<file path="src/include/srx_pkg.sv">
// package: constants shared by the subroutine return slice and its stack
package srx_pkg;
   // instruction word, pointer and flag widths
   localparam int unsigned WORD_W  = 16;
   localparam int unsigned SP_W    = 4;
   localparam int unsigned FLAGS_W = 8;
   // stack storage depth in words, follows the pointer width
   localparam int unsigned STACK_DEPTH = 16;
   // fixed encoding of the unconditional return, no operand field
   localparam logic [15:0] RETURN_OPCODE = 16'h8c0d;
   // reset values
   localparam logic [15:0] IP_RESET    = 16'h0000;
   localparam logic [3:0]  SP_RESET    = 4'h0;
   localparam logic [7:0]  FLAGS_RESET = 8'h00;
   localparam logic [15:0] RDATA_RESET = 16'h0000;
   // pointer steps for pop, push and sequential fetch
   localparam logic [3:0]  SP_STEP     = 4'h1;
   localparam logic [15:0] IP_STEP     = 16'h0001;
endpackage : srx_pkg

</file>
<file path="src/include/srx_stack_if.sv">
// interface: stack storage port between execution slice and memory
`timescale 1ns/1ps
`default_nettype none
interface srx_stack_if;
   logic        wrEn;    // write strobe for one stack word
   logic [3:0]  wrAddr;  // slot written
   logic [15:0] wrData;  // word written
   logic [3:0]  rdAddr;  // slot that becomes top of stack next cycle
   logic [15:0] rdData;  // registered word at the current top
   modport core (output wrEn, output wrAddr, output wrData,
                 output rdAddr, input rdData);
   modport mem  (input wrEn, input wrAddr, input wrData,
                 input rdAddr, output rdData);
endinterface : srx_stack_if
`default_nettype wire

</file>
<file path="src/srx_stack_mem.sv">
// module: small stack memory with registered read data
`timescale 1ns/1ps
`default_nettype none
module srx_stack_mem (
   input  wire logic clock,
   input  wire logic resetn,
   srx_stack_if.mem  bus
);
   ////////////////////////////////////////////////////////////////////////
   // storage array, never reset, contents undefined until pushed
   logic [15:0] mem [srx_pkg::STACK_DEPTH];
   logic [15:0] rdData_q;   // registered top word
   logic [15:0] rdData_d;   // next top word

   ////////////////////////////////////////////////////////////////////////
   // next read word, with write-through so a push is visible at once
   always_comb begin
      rdData_d = mem[bus.rdAddr];
      // same-slot write wins, the array still holds the old word
      if (bus.wrEn && (bus.wrAddr == bus.rdAddr)) begin
         rdData_d = bus.wrData;
      end
   end

   // array write, no reset on storage
   always_ff @(posedge clock) begin
      if (bus.wrEn) begin
         mem[bus.wrAddr] <= bus.wrData;
      end
   end

   // read register
   always_ff @(posedge clock or negedge resetn) begin
      if (!resetn) begin
         rdData_q <= srx_pkg::RDATA_RESET;
      end else begin
         rdData_q <= rdData_d;
      end
   end

   assign bus.rdData = rdData_q;
endmodule : srx_stack_mem
`default_nettype wire

</file>
<file path="src/srx_return_exec.sv">
// module: execution slice for the unconditional subroutine return
// Contract
// - return loads pointer from top stack word
// - return increments stack pointer, shrinking depth
// - return leaves all status flags unchanged
// - decode word 8c0d as the return
`timescale 1ns/1ps
`default_nettype none
module srx_return_exec (
   input  wire logic        clock,
   input  wire logic        resetn,
   input  wire logic        instrValid,         // instruction word present
   input  wire logic [15:0] instrWord,          // decoded this cycle
   input  wire logic        pushValid,          // push one word this cycle
   input  wire logic [15:0] pushData,           // word to push
   input  wire logic        flagWrEn,           // other op updates flags
   input  wire logic [7:0]  flagWrData,         // new flag values
   output var  logic [15:0] instructionPointer, // address of next fetch
   output var  logic [3:0]  stackPointer,       // current top slot
   output var  logic [7:0]  statusFlags,        // processor status
   output var  logic        returnDone          // pulse: return executed
);
   ////////////////////////////////////////////////////////////////////////
   // decode helper, used by the datapath and by the checks
   function automatic logic srx_is_return(input logic [15:0] word);
      // exact match, the encoding carries no operand bits
      // conditional returns differ only in the top nibble, so no mask
      srx_is_return = (word == srx_pkg::RETURN_OPCODE);
   endfunction : srx_is_return

   ////////////////////////////////////////////////////////////////////////
   // stack storage link
   srx_stack_if stackBus ();

   srx_stack_mem u_stackMem (
      .clock  (clock),
      .resetn (resetn),
      .bus    (stackBus.mem)
   );

   ////////////////////////////////////////////////////////////////////////
   // architectural state
   logic [15:0] ip_q;      // instruction pointer
   logic [15:0] ip_d;
   logic [3:0]  sp_q;      // stack pointer, grows downward
   logic [3:0]  sp_d;
   logic [7:0]  flags_q;   // status flags
   logic [7:0]  flags_d;
   logic        done_q;    // return strobe
   logic        done_d;
   logic        isReturn;  // return decoded this cycle

   ////////////////////////////////////////////////////////////////////////
   // next-state logic for pointers, flags and stack port
   always_comb begin
      ip_d    = ip_q;
      sp_d    = sp_q;
      flags_d = flags_q;
      done_d  = 1'b0;
      stackBus.wrEn   = 1'b0;
      // push slot sits one below the current top, stack grows downward
      stackBus.wrAddr = sp_q - srx_pkg::SP_STEP;
      stackBus.wrData = pushData;
      isReturn = instrValid && srx_is_return(instrWord);
      if (isReturn) begin
         ip_d   = stackBus.rdData;
         sp_d   = sp_q + srx_pkg::SP_STEP;
         flags_d = flags_q;
         done_d = 1'b1;
      end else begin
         if (instrValid) begin
            ip_d = ip_q + srx_pkg::IP_STEP;
         end
         // push and flag writes yield to a return in the same cycle
         if (pushValid) begin
            sp_d = sp_q - srx_pkg::SP_STEP;
            stackBus.wrEn = 1'b1;
         end
         if (flagWrEn) begin
            flags_d = flagWrData;
         end
      end
      // read address tracks the next pointer so top word is ready
      // reading sp_d rather than sp_q hides the registered read latency
      stackBus.rdAddr = sp_d;
   end

   ////////////////////////////////////////////////////////////////////////
   // register the state
   // reset gives the pointers known values, stack words stay unknown
   always_ff @(posedge clock or negedge resetn) begin
      if (!resetn) begin
         ip_q    <= srx_pkg::IP_RESET;
         sp_q    <= srx_pkg::SP_RESET;
         flags_q <= srx_pkg::FLAGS_RESET;
         done_q  <= 1'b0;
      end else begin
         ip_q    <= ip_d;
         sp_q    <= sp_d;
         flags_q <= flags_d;
         done_q  <= done_d;
      end
   end

   // outputs come straight from the flops
   assign instructionPointer = ip_q;
   assign stackPointer       = sp_q;
   assign statusFlags        = flags_q;
   assign returnDone         = done_q;
endmodule : srx_return_exec
`default_nettype wire

</file>
<file path="config.mk">
export PLATFORM = sky130hd
export DESIGN_NAME = srx_return_exec
export DESIGN_NICKNAME = d
export VERILOG_FILES = /design/src/include/srx_pkg.sv /design/src/include/srx_stack_if.sv /design/src/srx_stack_mem.sv /design/src/srx_return_exec.sv
export SDC_FILE = /design/constraint.sdc
export NUM_CORES = 1
export LEC_CHECK = 0
export ABC_AREA = 1
export BUFFER_PORTS_ARGS = -buffer_cell sky130_fd_sc_hd__buf_4
export CORE_MARGIN = 8
export CORE_UTILIZATION = 35
export CTS_BUF_LIST = sky130_fd_sc_hd__clkbuf_16
export DETAILED_ROUTE_END_ITERATION = 7
export PLACE_DENSITY = 0.54
export SLEW_MARGIN = 20
export SYNTH_ARGS = -nofsm -noshare
export SYNTH_HDL_FRONTEND = slang
export SYNTH_SLANG_ARGS = --single-unit
export TNS_END_PERCENT = 1
</file>
<file path="constraint.sdc">
create_clock -name clock -period 6.5 [get_ports clock]
set_input_delay 1.3 -clock clock [delete_from_list [all_inputs] [get_ports clock]]
set_output_delay 1.3 -clock clock [all_outputs]
set_load 0.05 [all_outputs]
</file>
### Yosys cells after proc, flatten, opt, wreduce, memory -nomap -nowiden

Memory sizes are Yosys's and may differ from the RTL's. A register that Yosys moved wholly into a read port is not among the register bits.
Cells that the tools add are included.

* $add $sub $neg: 3
* equal/unequal tests: 1
* muxes and demuxes: 9
* bitwise operators: 1
* reductions and logical operators: 4

Operator list (count)
* 2-to-1 mux 16 bit: 2
* adder 16 x 1 -> 16 bit (second input constant): 1
* == test 16 bit (second input constant): 1
* 2-to-1 mux 4 bit: 2
* 2-to-1 mux 1 bit: 5
* adder 4 x 1 -> 4 bit (second input constant): 1
* subtractor 4 x 1 -> 4 bit (second input constant): 1
* AND reduction 2 bit: 1
* nonzero test 2 bit: 1
* logical AND 1 bit: 1
* zero test 1 bit: 1
* NOT 1 bit: 1

* register bits after elaboration: 29
* bits in writable memories: 256
* input bits: 45
* output and inout bits: 29
* logic and storage cells: 23
* memories kept: 1

Memory list
* u_stackMem.mem: words 16, width 16, rd ports 1, clocked after memory_dff 1, write ports 1, RTL line srx_stack_mem.sv:11 `logic [15:0] mem [srx_pkg::STACK_DEPTH];`

### Logic depth before layout (Yosys ltp)

Gate-level depths: netlist of the first run.

* word-level depth: 5
* depth in mapped cells: 16
* mapped depth without buffers: 15

### By module

Synthesis of the first run repeated with hierarchy kept, for this count alone.

* cell total of the unflattened synthesis: 1436
* area total of the unflattened synthesis: 13930.9 um2

Modules (own cells, without submodules)
* srx_stack_mem: instances 1, cells each 1140, area an instance 11917.7 um2, sequential area each 8087.8 um2
* srx_return_exec: instances 1, cells each 296, area an instance 2013.2 um2, sequential area each 725.7 um2

### Worst setup path before layout of the first run

OpenSTA, ideal clock, no wires.

* path kind: in2reg
* start point: in instrValid
* end point: mem u_stackMem.mem[0][0] (enable)
* library setup time: 0.388 ns
* arrival: 3.104 ns
* data required time: 6.112 ns
* path slack: 3.008 ns
* cell stages on the path: 10
* path buffers: 3
* cell sequence: buf_4 > nand2_1 > nor3_2 > nand3_4 > buf_2 > nand2_1 > inv_1 > buf_2 > nand2_1 > nor2_1

* cells in the longest elaborated chain, start to end: 4

RTL lines
* start: declaration: RTL line srx_return_exec.sv:12 `input wire logic instrValid,`
* logical AND 1 bit: RTL line srx_return_exec.sv:64 `isReturn = instrValid && srx_is_return(instrWord);`
* 2-to-1 mux 1 bit: RTL line srx_return_exec.sv:65 `if (isReturn) begin`
* 2-to-1 mux 1 bit: RTL line srx_stack_mem.sv:27 `if (bus.wrEn) begin`
* 2-to-1 mux 1 bit (implied by the code): RTL line srx_stack_mem.sv:28 `mem[bus.wrAddr] <= bus.wrData;`
* end: declaration: RTL line srx_stack_mem.sv:11

No other way between the ends.

### Worst setup path after layout of the first run

* start point: in instrValid
* end point: mem u_stackMem.mem[13][14] (enable)

Same word-level chain as after synthesis.

==> flow_summary.json, run 1 <==
{
  "finalMaxSlewViolations": 0,
  "finClkSkew_ps": 19.2,
  "vias_per_cell": 5.02,
  "synth_xor_area_frac": 0.00641,
  "async_flop_share": 0.150,
  "ys_warn_count": 0,
  "start_kind": "primary input",
  "grt_pass1_wl_um": 60800,
  "fin_crit_sh": 0.682,
  "power_density_mw_per_mm2": 452,
  "cts.sinks": 301,
  "dieArea_sq_mm": 0.0456,
  "slowest_delay_ps": 880,
  "path_max_fanout": 25,
  "switchingPower_uw": 2870,
  "postCtsHoldBufs": 0,
  "place.gp.congestion": 0.848,
  "netlist_instances": 1274,
  "area_growth_pct": 15.0,
  "insertion_delay_ps": 540,
  "core_area_sq_mm": 0.0386,
  "grt_usage": 0.179,
  "diodes": 0,
  "grt_max_degree": 90,
  "start_util": 0.354,
  "grt_pass1_vias": 9313,
  "synth_nets": 1326,
  "required_ps": 6640,
  "synth_area_leaders": "edfxtp_1 56%, nand3_1 9.0%, dfrtp_1 8.2%",
  "synth_enable_flop_cells": 256,
  "run_status": "finished, final reports clean",
  "syn_area_per_cell_sq_um": 10.7,
  "synth-compound-area-share": 0.0215,
  "muxShareOfSynthArea": 0.00659,
  "max_freq_ghz": 0.226,
  "antenna_left": 0,
  "postCtsSetupBuffers": 0,
  "cts_resized": 0,
  "clkPwrFrac": 0.272,
  "hold_viol": 0,
  "tightestPinTransition_ps": 1080,
  "maxCapViolations": 0,
  "p_leak_uw": 0.00637,
  "crit_family": "simple AND/OR/NAND/NOR gates",
  "end_kind": "flop",
  "max-slew-margin-rel": 0.280,
  "hpwlAfterDp_um": 24900,
  "final_cell_area_sq_mm": 0.0157,
  "synth_simple_gate_area_frac": 0.238,
  "worstSetupPathType": "primary input to flop",
  "drc_errors": 0,
  "grt-ovfl-total": 0,
  "die_h_um": 214,
  "yosysSeqAreaShare": 0.645,
  "cts_buffer_depth": 3,
  "ys_types": 40,
  "synth_seq_cells": 301,
  "synthFlopType": "edfxtp_1",
  "cts_made_buffers": 35,
  "vdd_drop_max_mv": 0.279,
  "clockRootBuffer": "clkbuf_16",
  "cp_common_cell": "nand2_1",
  "arrival_ps": 4580,
  "synth_top_cell_area_share": 0.562,
  "p_int_uw": 4240,
  "fp-row-count": 72,
  "vias": 9355,
  "swShare": 0.404,
  "die_x_um": 214,
  "io_pins": 74,
  "comb_power_share": 0.369,
  "htree_num_levels": 2,
  "synth_top_family_by_area": "simple AND/OR/NAND/NOR gates",
  "cts_tree": "yes",
  "setup_tns_ps": 0,
  "synth_top_area_cell": "edfxtp_1",
  "drive_gt1_frac": 0.131,
  "clk_pin_slew_worst_paths_ps": 60,
  "crit_slowest_cell": "nor2_2",
  "p_seq_frac": 0.359,
  "hold_path.class": "flop to flop",
  "min_period_ps": 4430,
  "drt_pass1_iterations": 5,
  "critPathBufInv": 2,
  "synth_fa_ha_area_frac": 0.00641,
  "drt-total-wl_um": 40700,
  "grt_setup_unrepaired": "no",
  "synth_area_sq_mm": 0.0137,
  "placed_area_sq_mm": 0.0146,
  "drt_iter0_drc": 780,
  "finalNetCount": 1370,
  "antenna_found_initial": 1,
  "setup_viol": 0,
  "crit_chain": "buf_4 > nand2_1 > nor3_2 > nand3_4 > nand2_1 > inv_1 > nand2_1 > nor2_2",
  "port_buffers": 73,
  "wl_per_cell_um": 21.9
}
Yosys cell counts (3+ instances only):
master / n
edfxtp_1: 256
a21oi_1: 10
nor2_1: 32
o21ai_0: 22
nand3b_1: 108
nor3_1: 3
buf_2: 39
xor2_1: 7
dfrtp_1: 45
buf_1: 5
buf_6: 7
buf_4: 6
inv_1: 168
o211ai_1: 7
clkbuf_1: 17
nand2_2: 3
nand3_1: 246
ha_1: 7
xnor2_1: 3
nand2_1: 251
mux2_2: 8
nand4_1: 3
registers in the layout (all words and copies together) (netlist names):
name,cells
instructionPointer,16
stackPointer,4
u_stackMem.mem,256
returnDone,1
statusFlags,8
u_stackMem.bus.rdData,16
metal layers:
layer | wire (um) | global-route usage | vias up | part of all wire
li1 | - | - | 4410 | -
met1 | 17300 | 0.236 | 4561 | 0.42
met2 | 19700 | 0.298 | 303 | 0.48
met3 | 2370 | 0.0282 | 79 | 0.058
met4 | 1350 | 0.0641 | 2 | 0.033
met5 | 15 | 0 | - | 0.00037
layout make-up:
class | count | area [sq um]
Fill cell | 3743 | 22900
Sequential cell | 301 | 8810
Multi-Input combinational cell | 728 | 3880
Clock buffer | 36 | 901
Tap cell | 518 | 648
Inverter | 171 | 644
Timing Repair Buffer | 81 | 621
Clock inverter | 28 | 216
stage by stage:
stage | power, uW | hold WS (ps) | cells | setup slack, ps | utilization
final | 7110 | 499 | 1863 | 2070 | 0.407
after floorplan | 4290 | 456 | 1274 | 3010 | -
after CTS | 7150 | 503 | 1863 | 2060 | 0.407
after global routing | 7470 | 525 | 1863 | 1870 | 0.407
after global placement | 5220 | 485 | 1799 | 1420 | 0.378
after detailed placement | 5220 | 488 | 1799 | 1500 | 0.378
power groups by stage:
stage	clock network, uW	logic, uW	registers, uW
after floorplan	0	1620	2680
after global placement	0	2640	2580
after detailed placement	0	2630	2590
after CTS	1970	2640	2550
after global routing	2040	2850	2570
final	1930	2630	2550
final timing paths:
kind	slack (ps)	start	cells past startpoint	endpoint
hold reg to reg	500	u_stackMem.bus.rdData[7]$_DFF_PN0_	2	instructionPointer[7]$_DFFE_PN0P_
min in group asynchronous	800	resetn	1	instructionPointer[3]$_DFFE_PN0P_
setup reg to reg	2750	stackPointer[0]$_DFF_PN0_	11	u_stackMem.bus.rdData[15]$_DFF_PN0_
setup / recovery	2070	instrValid	8	u_stackMem.mem[13][14]$_DFFE_PP_
hold / removal	500	u_stackMem.bus.rdData[7]$_DFF_PN0_	2	instructionPointer[7]$_DFFE_PN0P_
max in group asynchronous	5280	resetn	1	u_stackMem.bus.rdData[14]$_DFF_PN0_
cell usage in the layout (no fill, tap or decap), types with 2 or more instances in the layout:
cell type  count
a21oi_1       10
a31oi_1        2
buf_4         80
bufinv_16      3
clkbuf_16     36
clkinv_1       9
clkinv_2      12
dfrtp_1       45
edfxtp_1     256
ha_1           7
inv_1        170
inv_2          2
mux2_2         8
nand2_1      250
nand2_2        2
nand2_4        2
nand3_1      246
nand3b_1     108
nand4_1        3
nor2_1        16
nor2_2        17
nor2_4         2
nor3_1         3
o211ai_1       7
o21ai_0       22
o21ai_4        3
xnor2_1        3
xor2_1         7
logic make-up (layout without fill, tap and decap cells):
logic type	after synthesis	after routing
simple gates	656	656
flops	301	301
buf+inv	245	316
compound gates	47	47
xor+xnor	10	10
mux	8	8
fa+ha+maj	7	7
worst min-delay path, delay by kind of cell, from the launching register on:
family / cells / cell delay [ps]
and+or+nand+nor: 1 / 60
DFF: 1 / 320
AOI/OAI and AO/OA: 1 / 90
Power figures use the tool's default switching activity.
==> run 2, diff against run 1 <==
- clock period: 6.5 -> 4.2 ns (I/O delays scaled with it)
==> flow_summary.json, run 2 (synthesis results as in run 1) <==
{
  "fp-row-count": 72,
  "largest_reg_flops": 256,
  "finalNetCount": 1392,
  "drive_gt1_frac": 0.136,
  "cts_made_buffers": 34,
  "io_pins": 74,
  "crit_chain": "inv_1 > ha_1 > xor2_1 > nand2_1 > nor2_2 > buf_4",
  "core_area_sq_mm": 0.0386,
  "htree_num_levels": 2,
  "wl_per_cell_um": 20.1,
  "setup_viol": 0,
  "cts.sinks": 301,
  "max_freq_ghz": 0.338,
  "regMostFlops": "u_stackMem.mem",
  "hold_viol": 0,
  "path_max_fanout": 9,
  "vias_per_cell": 5.00,
  "finalMaxSlewViolations": 0,
  "final_cell_mix": "256 x edfxtp_1, 250 x nand2_1, 246 x nand3_1",
  "tightestPinTransition_ps": 941,
  "clk_pin_slew_worst_paths_ps": 70,
  "grt_max_degree": 129,
  "setup_tns_ps": 0,
  "maxCapViolations": 0,
  "required_ps": 4380,
  "postCtsHoldBufs": 0,
  "crit_slowest_cell": "nor2_2",
  "insertion_delay_ps": 510,
  "cts_resized": 0,
  "dieArea_sq_mm": 0.0456,
  "postCtsSetupBuffers": 0,
  "hpwlAfterDp_um": 21300,
  "post-place-ws_ps": 981,
  "power_density_mw_per_mm2": 673,
  "antenna_left": 0,
  "run_status": "finished, final reports clean",
  "worstSetupPathType": "flop to flop",
  "die_h_um": 214,
  "slowest_delay_ps": 670,
  "port_buffers": 73,
  "drt_iter0_drc": 729,
  "drc_errors": 0,
  "grt_pass1_wl_um": 57200,
  "die_x_um": 214,
  "grt_usage": 0.165,
  "drt_pass1_iterations": 5,
  "place.gp.congestion": 0.792,
  "end_kind": "flop",
  "min_period_ps": 2960,
  "reg2reg_slack_ps": 1240,
  "diodes": 0,
  "area_growth_pct": 16.1,
  "hold_path.class": "primary input to asynchronous set/reset pin",
  "fin_crit_sh": 0.704,
  "cts_tree": "yes",
  "antenna_found_initial": 0,
  "p_leak_uw": 0.00647,
  "vdd_drop_max_mv": 0.337,
  "setup_ws_ps": 1240,
  "utilization": 0.411,
  "layout_commonest_cell": "edfxtp_1",
  "grt-ovfl-total": 0,
  "arrival_ps": 3140,
  "finClkSkew_ps": 13.2,
  "cts_buffer_depth": 3,
  "grt_pass1_vias": 9188,
  "drt-total-wl_um": 37900,
  "start_kind": "flop",
  "max-slew-margin-rel": 0.372,
  "vias": 9402,
  "hold_ws_ps": 374,
  "start_util": 0.354,
  "grt_setup_unrepaired": "no",
  "clockRootBuffer": "clkbuf_16"
}
==> run 2: path summary, 6_finish.rpt <==
kind | startpoint | cells after the start | end
setup / recovery | stackPointer[0]$_DFF_PN0_ | 6 | u_stackMem.mem[13][14]$_DFFE_PP_
hold / removal | resetn | 1 | instructionPointer[6]$_DFFE_PN0P_
setup reg to reg | stackPointer[0]$_DFF_PN0_ | 6 | u_stackMem.mem[13][14]$_DFFE_PP_
hold reg to reg | u_stackMem.bus.rdData[11]$_DFF_PN0_ | 2 | instructionPointer[11]$_DFFE_PN0P_
max in group asynchronous | resetn | 1 | u_stackMem.bus.rdData[9]$_DFF_PN0_
min in group clock | u_stackMem.bus.rdData[11]$_DFF_PN0_ | 2 | instructionPointer[11]$_DFFE_PN0P_
==> run 2: layer usage <==
layer	global-route usage	share of wire	vias up
met1	0.231	0.46	4619
met5	0.0108	0.0018	-
met2	0.263	0.46	266
met4	0.0421	0.020	2
li1	-	-	4455
met3	0.0298	0.064	60
==> run 2: area by class of cell <==
cell class                 instances  area (sq um)
clock buffer                      35           876
clock inverter                    24           150
fill                            3737         22800
inverter                         171           644
multi-input combinational        728          3880
sequential                       301          8810
tap                              518           648
timing repair buffer             104           856
==> run 2: critical path: cells and delay by family, from the launching register on <==
kind | cells | cell delay (ps)
xor gates and xnor gates | 1 | 300
and+or+nand+nor | 2 | 900
adders and majority gates | 1 | 260
buffers and inverters | 2 | 640
DFF | 1 | 530
==> run 2: power by group <==
group	switching, uW	total (uW)	internal, uW
clock	1150	2770	1620
combinational	2760	3960	1200
sequential	234	3950	3710
total	4140	10700	6530
==> run 2: per-stage QoR <==
stage	std cells	total power, uW	cell area (sq um)
detailed placement	1822	7970	14800
global placement	1822	7960	14800
CTS	1881	10800	15900
global route	1881	11300	15900
floorplan	1274	6640	13700
finish	1881	10700	15900
==> run 3, diff against run 2 <==
- PLACE_DENSITY: 0.54 -> 0.55
- clock period: 4.2 -> 2.7 ns (I/O delays scaled with it)
==> flow_summary.json, run 3 (synthesis results as in run 1) <==
{
  "run_status": "finished, final reports clean",
  "fp-row-count": 72,
  "final_cell_count_no_fill": 1917,
  "hold_viol": 0,
  "grt_max_degree": 53,
  "drt_iter0_drc": 778,
  "area_growth_pct": 19.0,
  "min_period_ps": 2520,
  "max-slew-margin-rel": 0.306,
  "die_x_um": 214,
  "drive_gt1_frac": 0.157,
  "drc_errors": 0,
  "postCtsHoldBufs": 0,
  "vias": 9561,
  "grt_setup_unrepaired": "no",
  "grt_pass1_vias": 9282,
  "cts_made_buffers": 34,
  "grt-ovfl-total": 0,
  "core_area_sq_mm": 0.0386,
  "hold_path.class": "primary input to asynchronous set/reset pin",
  "htree_num_levels": 2,
  "antenna_left": 0,
  "clockRootBuffer": "clkbuf_16",
  "final_cell_mix": "256 x edfxtp_1, 250 x nand2_1, 246 x nand3_1",
  "antenna_found_initial": 3,
  "dp_cells": 1853,
  "largest_reg_flops": 256,
  "finalMaxSlewViolations": 0,
  "vdd_drop_max_mv": 0.599,
  "setup_ws_ps": 176,
  "finalPower_uw": 17200,
  "drt_pass1_iterations": 5,
  "port_buffers": 73,
  "cts_buffer_depth": 3,
  "worstSetupPathType": "flop to flop",
  "wl_per_cell_um": 19.9,
  "cts_tree": "yes",
  "vias_per_cell": 4.99,
  "finClkSkew_ps": 12.8,
  "tightestPinTransition_ps": 1040,
  "grt_pass1_wl_um": 57700,
  "place.gp.congestion": 0.806,
  "layout_commonest_cell": "edfxtp_1",
  "hpwlAfterDp_um": 22800,
  "io_pins": 74,
  "path_max_fanout": 9,
  "end_kind": "flop",
  "postCtsSetupBuffers": 0,
  "maxCapViolations": 0,
  "drt-total-wl_um": 38200,
  "start_kind": "flop",
  "insertion_delay_ps": 530,
  "cts.sinks": 301,
  "power_density_mw_per_mm2": 1050,
  "cts_resized": 0,
  "arrival_ps": 2750,
  "max_freq_ghz": 0.396,
  "utilization": 0.421,
  "setup_viol": 0,
  "grt_usage": 0.168,
  "required_ps": 2930,
  "clk_pin_slew_worst_paths_ps": 60,
  "start_util": 0.354,
  "post-place-ws_ps": 17.9,
  "finalNetCount": 1423,
  "fin_crit_sh": 0.935,
  "p_leak_uw": 0.00669,
  "regMostFlops": "u_stackMem.mem",
  "die_h_um": 214,
  "dieArea_sq_mm": 0.0456
}
## run 3: power breakdown
group | switching (uW) | internal [uW] | total, uW
clock network | 1870 | 2400 | 4270
registers | 309 | 5780 | 6090
logic | 4460 | 2340 | 6810
total | 6640 | 10500 | 17200
## run 3: path summary, 6_finish.rpt
kind | start | to | slack [ps] | cells after the start
hold / removal | resetn | instructionPointer[2]$_DFFE_PN0P_ | 60 | 1
max in group asynchronous | resetn | u_stackMem.bus.rdData[10]$_DFF_PN0_ | 2200 | 1
min in group clock | flagWrData[1] | statusFlags[1]$_DFFE_PN0P_ | 260 | 2
setup / recovery | stackPointer[0]$_DFF_PN0_ | u_stackMem.mem[10][7]$_DFFE_PP_ | 180 | 8
setup reg to reg | stackPointer[0]$_DFF_PN0_ | u_stackMem.mem[10][7]$_DFFE_PP_ | 180 | 8
hold reg to reg | u_stackMem.bus.rdData[7]$_DFF_PN0_ | instructionPointer[7]$_DFFE_PN0P_ | 500 | 2
## run 3: stage by stage
stage | area (sq um) | hold slack (ps) | setup TNS, ps
5_1_grt | 16300 | 90.1 | 0
6_report | 16300 | 59.9 | 0
3_3_place_gp | 15300 | 487 | 0
3_5_place_dp | 15300 | 492 | 0
2_1_floorplan | 13700 | 244 | -8270
4_1_cts | 16300 | 65.9 | 0
## run 3: critical path, stage by stage, from the launching register on
cell and delay, ps:
dfrtp_1 370, inv_1 230, nand4_1 110, and2_1 190, inv_1 100, nand2_1 120
buf_4 170, nor2_2 660, buf_4 280
## run 3: layout make-up
| class | instances | area (sq um) |
|---|---|---|
| fillers | 3670 | 22400 |
| diodes | 2 | 5.00 |
| clock inverters | 28 | 164 |
| inverters | 171 | 644 |
| well taps | 518 | 648 |
| clock buffers | 34 | 851 |
| repair buffers | 135 | 1260 |
| multi-input cells | 728 | 3880 |
| flip-flops and latches | 301 | 8810 |
## run 3: per-layer routing
metal / GRT usage / vias up / share of wire
met4: 0.0496 / 2 / 0.023
li1: - / 4526 / -
met1: 0.230 / 4622 / 0.44
met5: 0 / - / 0.00021
met3: 0.0381 / 62 / 0.078
met2: 0.263 / 349 / 0.46
